File: src/design/rfcm_pkg.sv
/*
 * Package for the fault countdown and misc syndrome register block.
 * Assumes a single 20 MHz clock and a system-register access port.
 */
package rfcm_pkg;
	localparam logic [1:0] LVL_ZERO = 2'h0;
	localparam logic [1:0] LVL_ONE = 2'h1;
	localparam logic [1:0] LVL_TWO = 2'h2;
	localparam logic [1:0] LVL_THREE = 2'h3;
	localparam logic [5:0] TRAP_CLASS = 6'h18;
	// Register selectors on the access port
	localparam logic [1:0] SEL_CTRL = 2'h0;
	localparam logic [1:0] SEL_CDN = 2'h1;
	localparam logic [1:0] SEL_MISC = 2'h2;
	// Fault generation control fields
	localparam int CTL_EN_BIT = 31;
	localparam int CTL_RESTART_BIT = 30;
	localparam int CTL_CE_LSB = 6;
	localparam int CTL_DE_BIT = 5;
	localparam int CTL_UC_BIT = 1;
	localparam logic [63:0] CTL_WMASK = 64'h0000_0000_C000_00E2;
	localparam logic [63:0] CDN_WMASK = 64'h0000_0000_FFFF_FFFF;
	// Misc syndrome fields; bits 63:48 and 27:26 stay zero
	localparam int OFO_BIT = 47;
	localparam int OTHER_CORRECTED_COUNT_LSB = 40;
	localparam int OFR_BIT = 39;
	localparam int REPEAT_CORRECTED_COUNT_LSB = 32;
	localparam int LOC_LSB = 0;
	localparam logic [63:0] MISC_WMASK = 64'h0000_FFFF_F3FF_FFFF;
	localparam logic [1:0] CE_NONSPECIFIC = 2'h1;
	localparam logic [3:0] UNIT_L1I = 4'h1;
	localparam logic [3:0] UNIT_L1D = 4'h2;
	localparam logic [3:0] UNIT_L2 = 4'h8;
	localparam logic [6:0] CNT_ONE = 7'h01;
	localparam logic [31:0] CDN_ONE = 32'h0000_0001;
	localparam logic [31:0] CDN_ZERO = 32'h0000_0000;
	typedef enum logic [1:0] {
		RFCM_OK,
		RFCM_UNDEF,
		RFCM_TRAP2,
		RFCM_TRAP3
	} rfcm_outcome_type;
	typedef struct packed {
		logic valid;
		logic write;
		logic [1:0] sel;
		logic [1:0] level;
		logic [63:0] wdata;
	} rfcm_req_type;
	typedef struct packed {
		logic l2_enabled;
		logic hyp_fault_injection_allow;
		logic hyp_error_trap;
		logic sec_fault_injection_allow;
		logic sec_error_trap;
		logic fine_grain_trap_allow;
		logic [2:0] hyp_fine_read_trap;
		logic [2:0] hyp_fine_write_trap;
	} rfcm_trapcfg_type;
	// Syndrome of one detected corrected error
	typedef struct packed {
		logic valid;
		logic [3:0] unit;
		logic [3:0] way;
		logic subbank;
		logic [1:0] bank;
		logic [3:0] subarray;
		logic [12:0] index;
		logic [1:0] array;
	} rfcm_err_type;
	typedef struct packed {
		logic corrected;
		logic deferred;
		logic uncontainable;
	} rfcm_inject_type;
endpackage : rfcm_pkg

File: src/design/rfcm_regs.sv
/*
 * Fault countdown reload, generation control and misc syndrome registers
 * with privilege trap checks. Assumes requests are single-cycle pulses and
 * the error detectors present one syndrome per cycle.
 */
`timescale 1ns/1ps
module rfcm_regs
	import rfcm_pkg::*;
(
	input wire logic sys_clk,
	input wire logic sys_rst,
	input wire rfcm_req_type req,
	input wire rfcm_trapcfg_type trap_cfg,
	input wire logic count_event,
	input wire rfcm_err_type err,
	output rfcm_outcome_type resp_outcome,
	output logic resp_valid,
	output logic [5:0] resp_class,
	output logic [63:0] resp_rdata,
	output rfcm_inject_type inject,
	output logic status_overflow_disturb
);

////////////////////////////////////////////////////////////////////////////////
// Trap decode

	// Control and countdown gate on injection enables, misc on error traps
	function automatic rfcm_outcome_type check_access(input rfcm_req_type r,
			input rfcm_trapcfg_type c);
		logic is_misc;
		logic fine;
		logic hyp_block;
		logic sec_block;
		is_misc = (r.sel == SEL_MISC);
		fine = r.write ? c.hyp_fine_write_trap[r.sel] : c.hyp_fine_read_trap[r.sel];
		hyp_block = is_misc ? c.hyp_error_trap : !c.hyp_fault_injection_allow;
		sec_block = is_misc ? c.sec_error_trap : !c.sec_fault_injection_allow;
		check_access = RFCM_OK;
		unique case (r.level)
			LVL_ZERO: check_access = RFCM_UNDEF;
			LVL_ONE: begin
				if (c.l2_enabled && hyp_block)
					check_access = RFCM_TRAP2;
				else if (c.l2_enabled && c.fine_grain_trap_allow && fine)
					check_access = RFCM_TRAP2;
				else if (sec_block)
					check_access = RFCM_TRAP3;
			end
			LVL_TWO: begin
				if (sec_block)
					check_access = RFCM_TRAP3;
			end
			LVL_THREE: check_access = RFCM_OK;
		endcase
	endfunction : check_access

	wire rfcm_outcome_type outcome = check_access(req, trap_cfg);
	wire logic granted = req.valid && (outcome == RFCM_OK);
	wire logic wr_ctrl = granted && req.write && (req.sel == SEL_CTRL);
	wire logic wr_cdn = granted && req.write && (req.sel == SEL_CDN);
	wire logic wr_misc = granted && req.write && (req.sel == SEL_MISC);

////////////////////////////////////////////////////////////////////////////////
// Countdown and generation control

	logic [63:0] gen_ctrl;
	logic [31:0] countdown_reload_value;
	logic [31:0] gen_counter;
	logic counting;

	wire logic countdown_enable = gen_ctrl[CTL_EN_BIT];
	wire logic restart = gen_ctrl[CTL_RESTART_BIT];
	wire logic load_now = wr_ctrl && req.wdata[CTL_EN_BIT];
	wire logic hit_zero = counting && count_event && (gen_counter == CDN_ONE);
	wire logic [31:0] next_gen_counter =
		load_now ? countdown_reload_value :
		(hit_zero && restart) ? countdown_reload_value :
		(counting && count_event) ? gen_counter - CDN_ONE : gen_counter;
	wire logic next_counting =
		load_now ? (countdown_reload_value != CDN_ZERO) :
		!countdown_enable ? 1'b0 :
		hit_zero ? restart : counting;
	wire rfcm_inject_type next_inject = '{
		corrected: hit_zero && (gen_ctrl[CTL_CE_LSB +: 2] == CE_NONSPECIFIC),
		deferred: hit_zero && gen_ctrl[CTL_DE_BIT],
		uncontainable: hit_zero && gen_ctrl[CTL_UC_BIT]};

	// Control resets to zero; reload value has no reset at all
	always_ff @(posedge sys_clk) begin
		if (sys_rst) begin
			gen_ctrl <= '0;
			gen_counter <= '0;
			counting <= 1'b0;
			inject <= '0;
		end else begin
			if (wr_ctrl)
				gen_ctrl <= req.wdata & CTL_WMASK;
			gen_counter <= next_gen_counter;
			counting <= next_counting;
			inject <= next_inject;
		end
	end

	always_ff @(posedge sys_clk) begin
		if (wr_cdn)
			countdown_reload_value <= req.wdata[31:0];
	end

////////////////////////////////////////////////////////////////////////////////
// Misc syndrome record

	// No reset: counters and location survive resets, the repeat count is
	// left undefined until software writes it
	logic [63:0] misc_syndrome_reg0;
	logic recorded;

	wire logic [6:0] other_corrected_count = misc_syndrome_reg0[OTHER_CORRECTED_COUNT_LSB +: 7];
	wire logic [6:0] repeat_corrected_count = misc_syndrome_reg0[REPEAT_CORRECTED_COUNT_LSB +: 7];
	// Location spans way down to unit, bits 31:0; reserved 27:26 forced zero
	wire logic [31:0] err_loc = {err.way, 2'b00,
		(err.unit == UNIT_L1I && err.array != 2'b01) ? 1'b0 : err.subbank,
		(err.unit == UNIT_L1I && err.array != 2'b01) ? 2'b00 : err.bank,
		err.subarray, err.index, err.array, err.unit};
	wire logic is_repeat = !recorded ||
		(err_loc == misc_syndrome_reg0[LOC_LSB +: 32]);
	wire logic [6:0] next_repeat_corrected_count = repeat_corrected_count + CNT_ONE;
	wire logic [6:0] next_other_corrected_count = other_corrected_count + CNT_ONE;
	wire logic [63:0] wr_misc_val = req.wdata & MISC_WMASK;

	always_ff @(posedge sys_clk) begin
		if (wr_misc) begin
			misc_syndrome_reg0 <= wr_misc_val;
		end else if (err.valid && is_repeat) begin
			misc_syndrome_reg0[REPEAT_CORRECTED_COUNT_LSB +: 7] <= next_repeat_corrected_count;
			if (next_repeat_corrected_count == 7'h00)
				misc_syndrome_reg0[OFR_BIT] <= 1'b1;
			if (!recorded)
				misc_syndrome_reg0[LOC_LSB +: 32] <= err_loc;
		end else if (err.valid) begin
			misc_syndrome_reg0[OTHER_CORRECTED_COUNT_LSB +: 7] <= next_other_corrected_count;
			if (next_other_corrected_count == 7'h00)
				misc_syndrome_reg0[OFO_BIT] <= 1'b1;
		end
	end

	// Recording marker is cleared by reset or by a software write
	always_ff @(posedge sys_clk) begin
		if (sys_rst || wr_misc)
			recorded <= 1'b0;
		else if (err.valid)
			recorded <= 1'b1;
	end

////////////////////////////////////////////////////////////////////////////////
// Response

	wire logic [63:0] rd_val =
		(req.sel == SEL_CTRL) ? gen_ctrl :
		(req.sel == SEL_CDN) ? {32'h0000_0000, countdown_reload_value} :
		(req.sel == SEL_MISC) ? (misc_syndrome_reg0 & MISC_WMASK) : 64'h0000_0000_0000_0000;
	wire logic flag_change = wr_misc &&
		((wr_misc_val[OFO_BIT] != misc_syndrome_reg0[OFO_BIT]) ||
		(wr_misc_val[OFR_BIT] != misc_syndrome_reg0[OFR_BIT]));

	always_ff @(posedge sys_clk) begin
		if (sys_rst) begin
			resp_valid <= 1'b0;
			resp_outcome <= RFCM_OK;
			resp_class <= '0;
			resp_rdata <= '0;
			status_overflow_disturb <= 1'b0;
		end else begin
			resp_valid <= req.valid;
			resp_outcome <= outcome;
			resp_class <= (outcome == RFCM_TRAP2 || outcome == RFCM_TRAP3) ? TRAP_CLASS : 6'h00;
			resp_rdata <= (granted && !req.write) ? rd_val : 64'h0000_0000_0000_0000;
			status_overflow_disturb <= flag_change;
		end
	end

endmodule : rfcm_regs

File: config.mk
export PLATFORM = sky130hd
export DESIGN_NAME = rfcm_regs
export DESIGN_NICKNAME = d
export VERILOG_FILES = /design/src/design/rfcm_pkg.sv /design/src/design/rfcm_regs.sv
export SDC_FILE = /design/constraint.sdc
export NUM_CORES = 1
export LEC_CHECK = 0
export ABC_AREA = 1
export BUFFER_PORTS_ARGS = -buffer_cell sky130_fd_sc_hd__buf_2
export CAP_MARGIN = 0
export CORE_MARGIN = 4
export CORE_UTILIZATION = 30
export CTS_BUF_LIST = sky130_fd_sc_hd__clkbuf_8
export DETAILED_ROUTE_END_ITERATION = 8
export GPL_TIMING_DRIVEN = 0
export PLACE_DENSITY = 0.59
export SLEW_MARGIN = 20
export SYNTH_ARGS = -nofsm -noshare
export SYNTH_HDL_FRONTEND = slang
export SYNTH_SLANG_ARGS = --single-unit
File: constraint.sdc
create_clock -name sys_clk -period 2.9 [get_ports sys_clk]
set_clock_uncertainty 0.05 [all_clocks]
set_input_delay 0.29 -clock sys_clk [delete_from_list [all_inputs] [get_ports sys_clk]]
set_output_delay 0.29 -clock sys_clk [all_outputs]
set_load 0.05 [all_outputs]
==> results of run 1 <==
## power by group
group	leakage [nW]	switching, W	total, W	internal (W)
Sequential	1.51	0.0000577	0.00271	0.00265
Combinational	3.72	0.000664	0.00103	0.000364
Clock	0.183	0.000944	0.00162	0.000674
Total	5.41	0.00167	0.00536	0.00369
## registers in the layout, indices dropped and copies added, names as in the netlist, 2 cells and up
signal and count:
inject 3, countdown_reload_value 32, misc_syndrome_reg0 46, gen_ctrl 6, resp_outcome 2, resp_rdata 48
gen_counter 32
## layout make-up
cell class,instances,share of cell area (%)
clock buffer,17,2.08
inverter,121,4.04
clock inverter,15,1.08
sequential,174,38.0
timing repair buffer,190,10.3
multi-input combinational,867,36.2
buffer,75,4.00
tap,390,4.34
## per-layer routing
layer,track usage [%],vias to the layer above
met2,32.3,272
met3,3.77,42
met5,0,-
li1,-,4322
met4,5.58,2
met1,24.3,4065
## critical path, cell delays in order, from the launching register on
cell and delay, ns:
edfxtp_1 0.41, xor2_1 0.18, nor4_1 0.71, nand3_1 0.17, nor2_1 0.16, nand4_1 0.15
nand2_1 0.13, o21ai_0 0.37
## placed cells by master, fill, tap and decap left out, drive strengths merged
cell type,n
clkbuf,50
clkinvlp,3
bufinv,1
xor2,49
nor4,9
conb,20
nor3b,1
inv,125
xnor2,8
a21oi,32
dlygate4sd3,33
nor2,173
nand3b,7
nand4,52
a31oi,6
nor4b,1
buf,199
nor3,16
nand2,377
edfxtp,78
nand3,44
ha,4
dfxtp,96
clkinv,7
o31ai,3
or2,2
o21ai,62
a211oi,1
## stage by stage
step           cell area (um^2)  TNS [ns]  utilization (%)
3_5_place_dp              10600     -1.36             35.3
4_1_cts                   11200         0             37.6
6_report                  11200         0             37.6
2_1_floorplan              9230         0                -
5_1_grt                   11200         0             37.6
3_3_place_gp              10500    -28.18             35.1
## how the worst max path moves through the flow
stage               cells past startpoint                              endpoint  slack (ns)                             from
CTS                                     7      misc_syndrome_reg0[43]$_DFFE_PP_        0.18  misc_syndrome_reg0[5]$_DFFE_PP_
floorplan                              13   countdown_reload_value[0]$_DFFE_PP_        0.44                          req[66]
finish                                  7      misc_syndrome_reg0[43]$_DFFE_PP_        0.18  misc_syndrome_reg0[5]$_DFFE_PP_
detailed placement                     17      misc_syndrome_reg0[41]$_DFFE_PP_       -0.08                          req[66]
global route                            7      misc_syndrome_reg0[43]$_DFFE_PP_        0.05  misc_syndrome_reg0[5]$_DFFE_PP_
global placement                       14  countdown_reload_value[14]$_DFFE_PP_       -0.59                          req[66]
## cell families (layout without fill, tap and decap cells)
kind of cell / count (synthesis) / in the layout / synth area share [%]
buf+inv: 196 / 418 / 9.87
other cells: 1 / 20 / 0.0410
fa+ha+maj: 4 / 4 / 0.547
compound gates: 104 / 104 / 6.02
flops: 174 / 174 / 46.6
simple gates: 682 / 682 / 31.5
xor+xnor: 57 / 57 / 5.46
## what timing repair did
action / in CTS / in global routing
hold endpoints to repair: 33 / 0
hold buffers: 33 / 0
resized for setup: 0 / 0
buffers inserted: 0 / 0
==> impl_metrics.ini, run 1 <==
[die]
num_rows = 63
dieArea_mm2 = 0.0334
pin_count = 193
core_region_area_mm2 = 0.0299
die_y_um = 183
fp.dieW_um = 183
initial_utilization_pct = 30.6

[drt]
ant_nets = 0
highest_layer = met5
finalWirelength_um = 31500
drt-vias-per-instance = 4.71
drtIter0Drc = 663
drc = 0
wl_met1_um = 13700
num_vias = 8703
wl_per_cell_um = 17.0
met3_wirelength_um = 1920
met2_wirelength_um = 15200
dr.pass1.iters = 5

[final_layout]
nets = 1566
num_antenna_cells = 0
fin_cells = 1849
fill_cells = 3134
multi_input_area_mm2 = 0.00407
drive_gt1_share_pct = 17.4
syn_to_final_growth_pct = 22.8
seqCellArea_mm2 = 0.00426

[global_routing]
grt_pass1_wl_um = 49300
grt-ovfl-total = 0
grt_max_degree = 23
grt_pass1_vias = 8768
antenna_found_initial = 1
track_usage_pct = 18.9

[sta]
setup-violations-final = 0
worstMarginPinSlew_ns = 1.12
maxSlewHeadroom_pct = 24.7
hold_viol = 0
maxSlewViolCount = 0
layout_min_cycle_time_ns = 2.72
fin_ws_ns = 0.182
holdWs_ns = 0.0352
fmax_ghz = 0.368
fin_crit_sh_pct = 93.7
rsz0062_at_grt = no

[yosys]
ys_seq_area_share_pct = 46.6
dominantRegCellSynth = dfxtp_1
synth_top_area_share_pct = 25.6
yosysMostFrequentCell = nand2_1
synth_cells = 1218
synth_common_cells = 373 x nand2_1, 168 x nor2_1, 115 x inv_1
ys_ff_latch = 174
synth-edff-count = 78
yosys.area.top_type = edfxtp_1
postSynthAreaPerCell_um2 = 7.51
synth_async_sr_flop_share_pct = 0
yosys_warnings = 0
ys_types = 39
synth.area.top_cells = edfxtp_1 26%, dfxtp_1 21%, nand2_1 15%
netlist_area_mm2 = 0.00915

[placement]
portBuffers = 155
dp_hpwl_um = 24400
place_congestion = 0.937
post-place-ws_ns = -0.0753
placed_cells_incl_taps = 1784

[power]
p_per_area_mw_per_mm2 = 477
fin_total_pwr_w = 0.00536
p_leak_nw = 5.41
peakVddDrop_mv = 0.280

[worst_hold_path]
min_from = req[41]
holdPathStages = 3
holdPathEnd = misc_syndrome_reg0[41]$_DFFE_PP_
min_path_type = input port to register

[clock_tree]
clkTransAtPathRegs_ns = 0.09
cts_tree = built
htreeDepth = 4
cts.sink_count = 174
cts_buffer_depth = 2
insertion_delay_ns = 0.48
clockRootBuffer = clkbuf_8
cts_buffers = 17

[setup_path]
r2r_setup_slack_ns = 0.18
crit_fanout = 7
r2r_cells = 7
r2r_start = misc_syndrome_reg0[5]$_DFFE_PP_
worstSetupPathType = register to register
cp_data_required_time_ns = 2.93
arrival_ns = 2.75
startpoint_type = register
r2r_end = misc_syndrome_reg0[43]$_DFFE_PP_
worstSetupEndpointType = register

[status]
outcome = finished clean

[job]
maxCapViolations = 0
Power figures use the tool's default switching activity.
==> run 2, diff against run 1 <==
--- a/config.mk
+++ b/config.mk
@@ -5,7 +5,6 @@
 export SDC_FILE = /design/constraint.sdc
 export NUM_CORES = 1
 export LEC_CHECK = 0
-export ABC_AREA = 1
 export BUFFER_PORTS_ARGS = -buffer_cell sky130_fd_sc_hd__buf_2
 export CAP_MARGIN = 0
 export CORE_MARGIN = 4
@@ -13,7 +12,7 @@
 export CTS_BUF_LIST = sky130_fd_sc_hd__clkbuf_8
 export DETAILED_ROUTE_END_ITERATION = 8
 export GPL_TIMING_DRIVEN = 0
-export PLACE_DENSITY = 0.59
+export PLACE_DENSITY = 0.6
 export SLEW_MARGIN = 20
 export SYNTH_ARGS = -nofsm -noshare
 export SYNTH_HDL_FRONTEND = slang
==> impl_metrics.ini, run 2 <==
[power]
seqPwrFrac_pct = 52.6
p_int_w = 0.00376
switchingPower_w = 0.00140
p_clk_share_pct = 35.3
p_per_area_mw_per_mm2 = 519
p_leak_nw = 4.11
fin_total_pwr_w = 0.00516
peakVddDrop_mv = 0.261
p_comb_share_pct = 12.1
swShare_pct = 27.1

[drt]
finalWirelength_um = 24400
drtIter0Drc = 553
ant_nets = 0
num_vias = 6625
drt-vias-per-instance = 4.89
dr.pass1.iters = 5
drc = 0
wl_per_cell_um = 18.0

[job]
maxCapViolations = 0

[setup_path]
cp_top_family = simple AND/OR/NAND/NOR gates
cp_data_required_time_ns = 3.18
worst-path-buf-inv = 2
worstSetupPathType = register to register
cp_num_cells = 8
cpPeakStageDelay_ns = 0.58
path_cells = or4_4, or4_1, buf_2, nor2_4, nand4_1, buf_2, a21oi_1, a211oi_2
startpoint_type = register
worstSetupEndpointType = register
r2r_cells = 8
path_common_cell = buf_2
arrival_ns = 3.06
crit_fanout = 10
slowest_stage = or4_4

[global_routing]
grt_pass1_vias = 6614
track_usage_pct = 16.7
grt_pass1_wl_um = 37100
grt-ovfl-total = 0
grt_max_degree = 23
antenna_found_initial = 1

[die]
die_y_um = 170
fp.dieW_um = 170
initial_utilization_pct = 30.9
dieArea_mm2 = 0.0288
pin_count = 193
core_region_area_mm2 = 0.0255
num_rows = 58

[yosys]
synth_async_sr_flop_share_pct = 0
netlist_area_mm2 = 0.00786
dominantRegCellSynth = dfxtp_1
yosys_warnings = 0
synth_cells = 786
synth-edff-count = 78
synth_common_cells = 121 x nand2_1, 96 x dfxtp_1, 78 x edfxtp_1
yosys.area.top_type = edfxtp_1
ys_seq_area_share_pct = 54.3
synth_top_area_share_pct = 29.8
ys_types = 56
ys_ff_latch = 174
yosysMostFrequentCell = nand2_1
synth.area.top_cells = edfxtp_1 30%, dfxtp_1 24%, nand2_1 5.8%
postSynthAreaPerCell_um2 = 10.0

[final_layout]
largest_reg_flops = 48
nets = 1133
mostFrequentLayoutCells = 161 x buf_2, 121 x nand2_1, 96 x dfxtp_1
syn_to_final_growth_pct = 26.6
design_area_mm2 = 0.00995
drive_gt1_share_pct = 23.3
num_antenna_cells = 0
reg_top3 = resp_rdata x48, misc_syndrome_reg0 x46
final_util_pct = 39.1
final_common_cell = buf_2
top_register = resp_rdata

[sta]
layout_min_cycle_time_ns = 2.77
holdWs_ns = 0.0277
fmax_ghz = 0.360
maxSlewViolCount = 0
hold_viol = 0
maxSlewHeadroom_pct = 48.9
fin_crit_sh_pct = 95.7
setup-violations-final = 0
worstMarginPinSlew_ns = 0.763

[status]
outcome = finished clean

[clock_tree]
postCtsSetupBuffers = 0
clockRootBuffer = clkbuf_8
cts_buffers = 17
cts_buffer_depth = 2
cts_tree = built
clkTransAtPathRegs_ns = 0.10
htreeDepth = 4
insertion_delay_ns = 0.47
cts.sink_count = 174

[placement]
dp_hpwl_um = 18700
portBuffers = 155
place_congestion = 0.906
placed_area_mm2 = 0.00920

[worst_hold_path]
holdPathStages = 3
min_path_type = input port to register
==> run 2: timing repair <==
item,4_1_cts,5_1_grt
hold buffers,31,0
endpoints found under the hold margin,31,0
endpoints found under the setup margin,0,64
gates resized for setup,0,17
==> run 2: final timing paths <==
check	startpoint	slack [ns]	end
setup reg to reg	gen_counter[3]$_SDFFE_PP0P_	0.13	gen_counter[26]$_SDFFE_PP0P_
hold reg to reg	gen_ctrl[7]$_SDFFE_PP0P_	0.43	inject[2]$_SDFF_PP0_
setup / recovery	gen_counter[3]$_SDFFE_PP0P_	0.13	gen_counter[26]$_SDFFE_PP0P_
hold / removal	req[33]	0.03	misc_syndrome_reg0[33]$_DFFE_PP_
==> run 2: power by group through the flow <==
stage / Sequential [W] / Combinational, W / Clock (W)
after detailed placement: 0.00277 / 0.000587 / 0
after floorplan: 0.00279 / 0.000344 / 0
after global routing: 0.00273 / 0.000681 / 0.00196
after CTS: 0.00272 / 0.000623 / 0.00185
final: 0.00272 / 0.000624 / 0.00182
after global placement: 0.00277 / 0.000572 / 0
==> run 2: cell families (layout without fill, tap and decap cells) <==
kind of cell             after synthesis  after routing  synth area share [%]
XOR/XNOR                              71             71                  7.91
multiplexers                          13             13                  1.66
other                                  1             20                0.0477
AND/OR/NAND/NOR                      307            307                  18.8
adder cells (fa/ha/maj)                4              4                 0.637
AO/OA/AOI/OAI                        143            143                  12.0
flip-flops                           174            174                  54.3
buffers and inverters                 73            294                  4.66
==> run 2: worst min-delay path: stages <==
cell     delay (ns)
buf_2          0.08
nand2_1        0.04
nand2_1        0.04
==> run 2: area by class of cell <==
class	count	area, um^2
clock buffer	17	234
sequential	174	4260
timing repair buffer	189	1140
inverter	10	37.5
fill	2503	15500
multi-input combinational	558	3340
buffer	63	337
clock inverter	15	181
tap	330	413
==> run 2: metrics by stage <==
step,setup TNS (ns),setup WS (ns),std cells
after floorplan,0,0.0527,805
after global placement,-57.11,-0.756,1290
after detailed placement,-28.82,-0.486,1293
after CTS,0,0.0129,1356
after global routing,-0.00787,-0.00787,1356
final,0,0.126,1356
==> run 2: per-layer routing <==
layer | track usage, % | vias up | share of wire (%)
met4 | 5.57 | 2 | 2.4
met5 | 0 | - | 0.053
met2 | 28.6 | 203 | 49
met3 | 3.07 | 45 | 5.2
li1 | - | 3211 | -
met1 | 21.4 | 3164 | 43
